[config.mk]
export PLATFORM = sky130hd
export DESIGN_NAME = pbr_reset_seq
export DESIGN_NICKNAME = d
export VERILOG_FILES = /design/src/pbr_pkg.sv /design/src/pbr_reset_seq.sv /design/src/pbr_filter.sv /design/src/pbr_timer.sv
export SDC_FILE = /design/constraint.sdc
export NUM_CORES = 1
export LEC_CHECK = 0
export ABC_CLOCK_PERIOD_IN_PS = 2500
export BUFFER_PORTS_ARGS = -buffer_cell sky130_fd_sc_hd__buf_2
export CORE_MARGIN = 4
export CORE_UTILIZATION = 48
export CTS_BUF_LIST = sky130_fd_sc_hd__clkbuf_4 sky130_fd_sc_hd__clkbuf_8 sky130_fd_sc_hd__clkbuf_16
export DETAILED_ROUTE_END_ITERATION = 6
export PLACE_DENSITY = 0.8
export SLEW_MARGIN = 20
export SYNTH_ARGS = -nofsm -noshare
export SYNTH_HDL_FRONTEND = slang
export SYNTH_SLANG_ARGS = --single-unit
export TNS_END_PERCENT = 20
[constraint.sdc]
create_clock -name pclk -period 2.5 [get_ports pclk]
set_input_delay 0.5 -clock pclk [delete_from_list [all_inputs] [get_ports pclk]]
set_output_delay 0.5 -clock pclk [all_outputs]
set_load 0.005 [all_outputs]
[src/pbr_pkg.sv]
// shared constants, types and state records for the power-on and brown-out reset sequencer
package pbr_pkg;

  // clock and timing
  localparam int unsigned CLK_HZ          = 25_000_000;
  localparam int unsigned CLK_PERIOD_NS   = 40;
  localparam int unsigned POWER_UP_TIMER_TIME_MS    = 64;
  localparam int unsigned POWER_UP_TIMER_CYCLES     = POWER_UP_TIMER_TIME_MS * (CLK_HZ / 1000);
  localparam int unsigned BOR_FILTER_NS   = 1000;
  localparam int unsigned BOR_FILTER_CALC = (BOR_FILTER_NS + CLK_PERIOD_NS - 1) / CLK_PERIOD_NS;
  localparam int unsigned BOR_FILTER_CYC  = (BOR_FILTER_CALC < 1) ? 1 : BOR_FILTER_CALC;

  // register byte offsets
  localparam logic [11:0] OFS_BROWNOUT_CTRL = 12'h000;
  localparam logic [11:0] OFS_SEQ_STATUS    = 12'h004;

  // brownout_control_reg fields
  localparam int unsigned BIT_SW_BOR_EN    = 7;
  localparam int unsigned BIT_BOR_READY    = 0;
  localparam logic        RST_SW_BOR_EN    = 1'b1;

  // sequencer status fields
  localparam int unsigned BIT_ST_DEV_RST   = 0;
  localparam int unsigned BIT_ST_POWER_UP_TIMER_RUN  = 1;
  localparam int unsigned BIT_ST_PROTECT   = 2;
  localparam int unsigned BIT_ST_LEVEL     = 3;
  localparam int unsigned BIT_ST_WAKE_OK   = 4;
  localparam int unsigned BIT_ST_STATE     = 8;

  typedef enum logic [1:0] {
    BOR_OFF       = 2'b00,
    BOR_SW        = 2'b01,
    BOR_SLEEP_OFF = 2'b10,
    BOR_ON        = 2'b11
  } pbr_bor_mode_e;

  // gray along hold -> bor wait -> power-up timer -> start -> run
  typedef enum logic [2:0] {
    ST_HOLD    = 3'b000,
    ST_BORWAIT = 3'b001,
    ST_POWER_UP_TIMER    = 3'b011,
    ST_START   = 3'b010,
    ST_RUN     = 3'b110
  } pbr_state_e;

  // apb request bundle
  typedef struct packed {
    logic        psel;
    logic        penable;
    logic        pwrite;
    logic [11:0] paddr;
    logic [31:0] pwdata;
    logic [3:0]  pstrb;
  } pbr_apb_req_s;

  typedef struct packed {
    pbr_state_e  st;
    logic        dev_rst;
    logic        sw_en;
    logic        wake_ok;
    logic        slverr;
    logic [31:0] prdata;
  } pbr_top_s;

endpackage

[src/pbr_reset_seq.sv]
// power-on, power-up timer and brown-out reset sequencer with apb status and control
`timescale 1ns/100ps
module pbr_reset_seq
  import pbr_pkg::*;
#(
  parameter int unsigned POWER_UP_TIMER_CYC   = POWER_UP_TIMER_CYCLES,
  parameter int unsigned FILTER_CYC = BOR_FILTER_CYC
) (
  // apb clock, reset and bus
  input  wire logic        pclk,
  input  wire logic        presetn,
  input  wire logic        psel,
  input  wire logic        penable,
  input  wire logic        pwrite,
  input  wire logic [11:0] paddr,
  input  wire logic [31:0] pwdata,
  input  wire logic [3:0]  pstrb,
  output logic             pready,
  output logic [31:0]      prdata,
  output logic             pslverr,
  // configuration word fields
  input  wire logic [1:0]  brownout_mode_sel,
  input  wire logic        power_up_delay_enable_n,
  input  wire logic        brownout_level_cfg,
  input  wire logic        external_reset_pin_enable,
  // analog detectors
  input  wire logic        por_level_ok,
  input  wire logic        supply_below_threshold,
  input  wire logic        brownout_detector_ready,
  // other reset sources and start-up conditions
  input  wire logic        external_reset_pin_n,
  input  wire logic        watchdog_reset,
  input  wire logic        reset_instruction,
  input  wire logic        stack_overflow,
  input  wire logic        stack_underflow,
  input  wire logic        programming_exit,
  input  wire logic        osc_startup_done,
  input  wire logic        device_sleep,
  // outputs
  output logic             device_reset,
  output logic             brownout_detector_enable,
  output logic             brownout_level_sel,
  output logic             wake_allow
);

  pbr_top_s      q_r;
  pbr_top_s      q_nxt;
  pbr_apb_req_s  req;
  pbr_bor_mode_e mode;
  logic          bor_on;
  logic          protect;
  logic          bor_trip;
  logic          power_fail;
  logic          warm_reset;
  logic          bor_wait_ok;
  logic          pin_released;
  logic          power_up_timer_done;
  logic          power_up_timer_restart;
  logic          power_up_timer_run;
  logic          addr_ctrl;
  logic          addr_stat;
  logic [31:0]   rd_word;

  assign req  = '{psel: psel, penable: penable, pwrite: pwrite, paddr: paddr, pwdata: pwdata, pstrb: pstrb};
  assign mode = pbr_bor_mode_e'(brownout_mode_sel);

  // detector enable per mode; the software bit only counts in software mode
  always_comb begin
    case (mode)
      BOR_ON:        bor_on = 1'b1;
      BOR_SLEEP_OFF: bor_on = !device_sleep;
      BOR_SW:        bor_on = q_r.sw_en;
      default:       bor_on = 1'b0;
    endcase
  end

  // protection needs a ready detector, otherwise its output is meaningless
  assign protect = bor_on && brownout_detector_ready;

  pbr_filter #(
    .FILTER_CYC (FILTER_CYC)
  ) u_filter (
    .pclk    (pclk),
    .presetn (presetn),
    .protect (protect),
    .below   (supply_below_threshold),
    .trip    (bor_trip)
  );

  // programming exit behaves as a fresh power-on
  assign power_fail = !por_level_ok || bor_trip || programming_exit;
  assign warm_reset = watchdog_reset || reset_instruction || stack_overflow || stack_underflow;

  // only the always-on and off-in-sleep modes wait on the detector at start-up
  assign bor_wait_ok = !((mode == BOR_ON) || (mode == BOR_SLEEP_OFF)) ||
                       (brownout_detector_ready && !supply_below_threshold);

  assign pin_released = !external_reset_pin_enable || external_reset_pin_n;

  assign power_up_timer_restart = (q_r.st == ST_HOLD) || (q_r.st == ST_BORWAIT);
  assign power_up_timer_run     = (q_r.st == ST_POWER_UP_TIMER);

  pbr_timer #(
    .CYCLES (POWER_UP_TIMER_CYC)
  ) u_timer (
    .pclk    (pclk),
    .presetn (presetn),
    .restart (power_up_timer_restart),
    .run     (power_up_timer_run),
    .done    (power_up_timer_done)
  );

  // apb decode
  assign addr_ctrl = (req.paddr == OFS_BROWNOUT_CTRL);
  assign addr_stat = (req.paddr == OFS_SEQ_STATUS);

  always_comb begin
    rd_word = '0;
    if (addr_ctrl) begin
      rd_word[BIT_SW_BOR_EN] = q_r.sw_en;
      rd_word[BIT_BOR_READY] = brownout_detector_ready;
    end else if (addr_stat) begin
      rd_word[BIT_ST_DEV_RST]              = q_r.dev_rst;
      rd_word[BIT_ST_POWER_UP_TIMER_RUN]             = power_up_timer_run;
      rd_word[BIT_ST_PROTECT]              = protect;
      rd_word[BIT_ST_LEVEL]                = brownout_level_cfg;
      rd_word[BIT_ST_WAKE_OK]              = q_r.wake_ok;
      rd_word[BIT_ST_STATE +: 3]           = q_r.st;
    end
  end

  always_comb begin
    q_nxt = q_r;

    // read data and error are latched in the setup cycle so the access phase needs no wait
    if (req.psel && !req.penable) begin
      q_nxt.prdata = req.pwrite ? 32'h0000_0000 : rd_word;
      q_nxt.slverr = !(addr_ctrl || addr_stat);
    end
    if (req.psel && req.penable && req.pwrite && addr_ctrl && req.pstrb[0]) begin
      q_nxt.sw_en = req.pwdata[BIT_SW_BOR_EN];
    end

    case (q_r.st)
      ST_HOLD: begin
        if (!power_fail) begin
          if (!bor_wait_ok) begin
            q_nxt.st = ST_BORWAIT;
          end else if (!power_up_delay_enable_n) begin
            q_nxt.st = ST_POWER_UP_TIMER;
          end else begin
            q_nxt.st = ST_START;
          end
        end
      end
      ST_BORWAIT: begin
        if (bor_wait_ok) begin
          q_nxt.st = power_up_delay_enable_n ? ST_START : ST_POWER_UP_TIMER;
        end
      end
      ST_POWER_UP_TIMER: begin
        // the timer ignores the reset pin; a held pin is then waited for in start before run
        if (power_up_timer_done) begin
          q_nxt.st = ST_START;
        end
      end
      ST_START: begin
        if (osc_startup_done && pin_released) begin
          q_nxt.st = ST_RUN;
        end
      end
      ST_RUN: begin
        if (!pin_released) begin
          q_nxt.st = ST_START;
        end
      end
      default: begin
        q_nxt.st = ST_HOLD;
      end
    endcase

    if (warm_reset && (q_r.st == ST_RUN)) begin
      q_nxt.st = ST_START;
    end
    if (power_fail) begin
      q_nxt.st = ST_HOLD;
    end

    q_nxt.dev_rst = (q_nxt.st != ST_RUN) || warm_reset;
    // only the off-in-sleep mode has to wait for the detector to come back
    q_nxt.wake_ok = !((mode == BOR_SLEEP_OFF) && !brownout_detector_ready);
  end

  always_ff @(posedge pclk or negedge presetn) begin
    if (!presetn) begin
      q_r       <= '0;
      q_r.st    <= ST_HOLD;
      q_r.dev_rst <= 1'b1;
      q_r.sw_en <= RST_SW_BOR_EN;
    end else begin
      q_r <= q_nxt;
    end
  end

  assign pready                   = 1'b1;
  assign prdata                   = q_r.prdata;
  assign pslverr                  = req.psel && req.penable && q_r.slverr;
  assign device_reset             = q_r.dev_rst;
  assign brownout_detector_enable = bor_on;
  assign brownout_level_sel       = brownout_level_cfg;
  assign wake_allow               = q_r.wake_ok;
endmodule

[src/pbr_filter.sv]
// brown-out glitch filter: trips only after the supply stays low longer than the filter time
`timescale 1ns/100ps
module pbr_filter
  import pbr_pkg::*;
#(
  parameter int unsigned FILTER_CYC = BOR_FILTER_CYC
) (
  // clock and reset
  input  wire logic pclk,
  input  wire logic presetn,
  // detector side
  input  wire logic protect,
  input  wire logic below,
  // trip
  output logic      trip
);
  localparam int unsigned W = $clog2(FILTER_CYC + 2);
  localparam logic [W-1:0] LIMIT = W'(FILTER_CYC);

  typedef struct packed {
    logic [W-1:0] cnt;
    logic         trip;
  } pbr_flt_s;

  pbr_flt_s q_r;
  pbr_flt_s q_nxt;

  always_comb begin
    q_nxt = q_r;
    if (!protect || !below) begin
      q_nxt.cnt  = '0;
      q_nxt.trip = 1'b0;
    end else if (q_r.cnt < LIMIT) begin
      q_nxt.cnt = q_r.cnt + W'(1);
    end else begin
      // low for more than the filter time
      q_nxt.trip = 1'b1;
    end
  end

  always_ff @(posedge pclk or negedge presetn) begin
    if (!presetn) begin
      q_r <= '0;
    end else begin
      q_r <= q_nxt;
    end
  end

  assign trip = q_r.trip;
endmodule

[src/pbr_timer.sv]
// power-up delay counter, cleared while power is failing and counting while allowed
`timescale 1ns/100ps
module pbr_timer
  import pbr_pkg::*;
#(
  parameter int unsigned CYCLES = POWER_UP_TIMER_CYCLES
) (
  // clock and reset
  input  wire logic pclk,
  input  wire logic presetn,
  // control
  input  wire logic restart,
  input  wire logic run,
  // status
  output logic      done
);
  localparam int unsigned W = $clog2(CYCLES + 1);
  localparam logic [W-1:0] LAST = W'(CYCLES - 1);

  typedef struct packed {
    logic [W-1:0] cnt;
    logic         done;
  } pbr_tmr_s;

  pbr_tmr_s q_r;
  pbr_tmr_s q_nxt;

  always_comb begin
    q_nxt = q_r;
    if (restart) begin
      q_nxt = '0;
    end else if (run && !q_r.done) begin
      if (q_r.cnt == LAST) begin
        q_nxt.done = 1'b1;
      end else begin
        q_nxt.cnt = q_r.cnt + W'(1);
      end
    end
  end

  always_ff @(posedge pclk or negedge presetn) begin
    if (!presetn) begin
      q_r <= '0;
    end else begin
      q_r <= q_nxt;
    end
  end

  assign done = q_r.done;
endmodule

# After elaboration in Yosys (flattened, before gate mapping)
# Index checks and enable logic that the tools add are counted.
[classes] mul=0 magnitude_cmp=1 n_eq_ne=12 muxes=24 bitwise=0 shifts=0 reduce_logical=42 div_mod_pow=0 addsub=2
[ops] cell="$mux 22" n=2
[ops] cell="$mux 3" n=8
[ops] cell="$add 21x1->21 const B" n=1
[ops] cell="$eq 21x21->1 const B" n=1
[ops] cell="$mux 21" n=1
[ops] cell="$pmux 3 s5" n=1
[ops] cell="$eq 12x3->1 const B" n=1
[ops] cell="$logic_and 1x1->1" n=12
[ops] cell="$logic_not 12->1" n=1
[ops] cell="$logic_or 1x1->1" n=12
[ops] cell="$logic_not 1->1" n=11
[ops] cell="$mux 11" n=1
[ops] cell="$mux 5" n=2
[ops] cell="$eq 3x2->1 const B" n=2
[ops] cell="$mux 6" n=1
[ops] cell="$reduce_bool 2->1" n=3
[ops] cell="$add 5x1->5 const B" n=1
[ops] cell="$lt 5x5->1 const B" n=1
[ops] cell="$mux 1" n=5
[ops] cell="$eq 2x2->1 const B" n=2
[ops] cell="$mux 4" n=1
[ops] cell="$reduce_and 2->1" n=2
[ops] cell="$eq 3x1->1 const B" n=1
[ops] cell="$eq 3x3->1 const B" n=1
[ops] cell="7 further kinds" n=7
[totals] mem_bits_ro=0 n_memories=0 wordCells=91 latch_bits=0 ram_bits=0 output_inout_bits=38 register_bits=67

# Longest topological paths before layout
[logic_depth] ltp_word=10 ltp_mapped=7 depth_no_buf=5

# Hierarchy
# Synthesis repeated with hierarchy kept, for this count alone.
[unflattened] hier_cells=257 area_unflattened_um2=2539.9
[by_module_without_submodules] mod="pbr_timer" cells_per_inst=124 seq_area_each_um2=550.5 n_inst=1 area_per_inst_um2=1201.2
[by_module_without_submodules] mod="pbr_reset_seq" cells_per_inst=104 seq_area_each_um2=402.9 n_inst=1 area_per_inst_um2=1049.8
[by_module_without_submodules] mod="pbr_filter" cells_per_inst=29 seq_area_each_um2=150.1 n_inst=1 area_per_inst_um2=289.0

# Least setup slack after synthesis
# Ideal clock, no wire load.
[synth_path] path_type="reg2reg" startpoint="reg q_r[38] (netlist bit)" endpoint="reg u_timer.q_r[11] (netlist bit)" slack_ps=482 setup_ps=78 arrival_time_ps=1940 required_time_ps=2422 path_stages_with_launch=7 synth_period_minus_slack_ps=2018 cell_sequence="dfrtp_1 buf_6 nand4bb_4 or4_1 buf_2 or4_1 a21oi_1"
[synth_between] elab_chain_len=4 elab_cells_between_ends=9
[synth_lines] item="from (decl)" line_no="pbr_reset_seq.sv:46" rtl="pbr_top_s q_r;"
[synth_lines] item="from (signal assigned)" line_no="pbr_reset_seq.sv:201" rtl="q_r <= q_nxt;"
[synth_lines] item="$eq 3x1->1, or another cell as far along" line_no="pbr_reset_seq.sv:100" rtl="assign power_up_timer_restart = (q_r.st == ST_HOLD) || (q_r.st == ST_BORWAIT);"
[synth_lines] item="$logic_or 1x1->1 or $logic_and 1x1->1 (tied branches)" line_no="pbr_reset_seq.sv:100, pbr_timer.sv:32"
[synth_lines] item="$ne 2x2->1 (no source line) or $reduce_bool 2->1 (tied branches)"
[synth_lines] item="$reduce_and 2->1 (no source line)"
[synth_lines] item="to (signal assigned)" line_no="pbr_timer.sv:45" rtl="q_r <= q_nxt;"
[synth_lines] item="to (decl)" line_no="pbr_timer.sv:25" rtl="pbr_tmr_s q_r;"
# Several ways; a longest one is shown, not always the timed one.
# A chain may end at the register's enable or synchronous reset.

# Final worst setup path
# Same ends and word-level chain as after synthesis.

==> reports/results.ini <==
[cells_and_area]
final_layout_size_suffix_gt1_share_pct=22.5
final.fill_count=456
design_area_sq_um=2860
layout.nets=386
n_antenna_cell=0
area_growth_pct=9.84
register_area_sq_um=1100
multiInputGateArea_sq_um=1250

[clocking]
root_buffer=clkbuf_8
path_clk_slew_ps=80
clock_latency_ps=290
cts.hold.buffers_added=0
cts_tree=done
cts.sinks=44
cts_setup_buffers=0
clockBufferDepth=2
cts.htree.levels=2
post_cts_resize_count=0
cts_made_buffers=5

[timing]
slew_headroom_pct=53.8
setup_tns_ps=0
max_freq_mhz=454
rsz0062_at_grt=false
skew_ps=2.44
maxSlewViolCount=0
period_needed_ps=2200
finalCritPeriodShare_pct=88.2
hold_ws_ps=104
worst_slack_ps=296
hold_viol=0
setup_viol=0
tightest_slew_ps=691

[global_routing]
grt_start_max_net_pins=26
grt_pass1_wl_microns=8720
grt_overflow=0
grt_usage_pct=16.4
grt_pass1_vias=1929
antenna_found_initial=0

[floorplan]
die_h_microns=81.7
rows=26
ios=107
start_util_pct=50.4
core_sq_um=5170
fp.dieW_microns=81.7
die-area_sq_um=6670

[synthesis]
synth_area_sq_um=2610
ys_top_cells_by_area=dfrtp_1 (40%), buf_4 (9.8%), mux2i_1 (3.8%), nand2_1 (3.7%), a21oi_1 (3.1%)
async_reset_ff_share_pct=100
ys_types=48
ys_top_cells_by_count=dfrtp_1 (42), buf_4 (34), nand2_1 (26)
synth_edf_count=0
ys_ff_latch=44
yosys_warnings=0
synth_ff_type=dfrtp_1
netlist.area_leader.share_pct=40.3
yosysMostFrequentCell=dfrtp_1
yosysSeqAreaShare_pct=42.3
synth_cells=276
synth_top_area_cell=dfrtp_1
avgSynthCellArea_sq_um=9.44

[setup_path]
worstRegToRegCells=4
required_ps=2720
r2r_end=u_timer.q_r[11]
timing.rr.start=q_r[38]
cp-start-kind=flop
path_class=reg -> reg
rrSetupSlack_ps=300
cp_max_fo=9
end_kind=flop
cp_data_arrival_time_ps=2420

[pwr]
peakVddDrop_uv=224
p_leak_uw=0.00127
power_density_nw_per_um2=449
totalPowerFinal_uw=1280

[drt]
vias=2118
drc=0
avgViaCountPerCell=5.49
wl_per_cell_microns=13.8
ant_nets=0
drt_wl_total_microns=5330
drt_first_pass_iters=4
first_iter_violations=202

[place]
placed_cell_area_sq_um=2770
place_hpwl_microns=3930
pre_cts_ws_ps=335
gp_congestion=0.886
portBuffers=48

[outcome]
status=completed

[job]
drv_cap=0

[min_path]
hold_path_class=in -> async

flip-flops by register name, summed over array words and instances (netlist names):
| register | flops |
|---|---|
| device_reset | 1 |
| u_timer.done | 1 |
| prdata | 9 |
| wake_allow | 1 |
| u_timer.q_r | 21 |
| u_filter.q_r | 5 |
| u_filter.trip | 1 |
| q_r | 5 |
cells by family (layout without fill, tap and decap cells):
family / count (synthesis) / in the layout / share of synthesized area [%]
AO/OA/AOI/OAI: 53 / 53 / 14.0
XOR/XNOR: 3 / 3 / 1.01
adder cells (fa/ha/maj): 2 / 2 / 0.960
buffers and inverters: 53 / 71 / 13.0
flip-flops: 44 / 44 / 42.3
multiplexers: 12 / 12 / 4.70
other: 2 / 24 / 0.288
AND/OR/NAND/NOR: 107 / 107 / 23.8
cell type report:
cell class	instances	area share, %
timing repair buffer	56	10.5
clock inverter	2	0.524
inverter	7	0.918
tap	70	3.06
clock buffer	6	2.88
multi-input combinational	201	43.6
sequential	44	38.5
where the power goes:
group          switching [uW]  internal (uW)
registers                5.89            715
clock network             241            224
logic                    61.5           37.9
total                     308            976
through the flow:
stage | std cells | utilization [%]
2_1_floorplan | 298 | -
3_3_place_gp | 378 | 53.5
3_5_place_dp | 378 | 53.5
4_1_cts | 386 | 55.3
5_1_grt | 386 | 55.3
6_report | 386 | 55.3
worst max-delay path by stage:
| stage | start | endpoint | depth (start not counted) |
|---|---|---|---|
| 2_1_floorplan | q_r[38] | u_timer.q_r[11] | 6 |
| 3_3_place_gp | q_r[38] | u_timer.q_r[11] | 4 |
| 3_5_place_dp | q_r[38] | u_timer.q_r[11] | 4 |
| 4_1_cts | q_r[38] | u_timer.q_r[11] | 4 |
| 5_1_grt | q_r[38] | u_timer.q_r[11] | 4 |
| 6_report | q_r[38] | u_timer.q_r[11] | 4 |
worst max-delay path, stage by stage, from the launching register on:
cell	delay (ps)
dfrtp_1	470
nand4bb_4	280
or4_1	720
or4_1	510
a21oi_1	150
cells in the final DEF, fill, tap and decap left out, types with 3 or more instances in the layout:
master,n
mux2i_1,10
nand4_1,11
inv_1,7
a22o_1,5
o311ai_0,4
nor4_1,8
nor2_1,10
nor3b_1,3
conb_1,24
o41ai_1,4
a21oi_1,16
and3_1,3
nor3_1,5
nand2_1,26
or3_1,3
buf_2,48
or4_1,4
a31oi_1,3
o21ai_0,8
nor4bb_1,3
nand3_1,9
dfrtp_1,42
nand2b_1,11
buf_4,8
clkbuf_8,6
layer usage:
metal	wire length, microns	global-route usage, %	share of wire [%]
met1	2240	21.5	42
met2	2670	28.3	50
met3	373	1.97	7.0
met4	50	4.82	0.94
met5	0	0	0
Note: power is estimated with default switching activity, not from simulation.
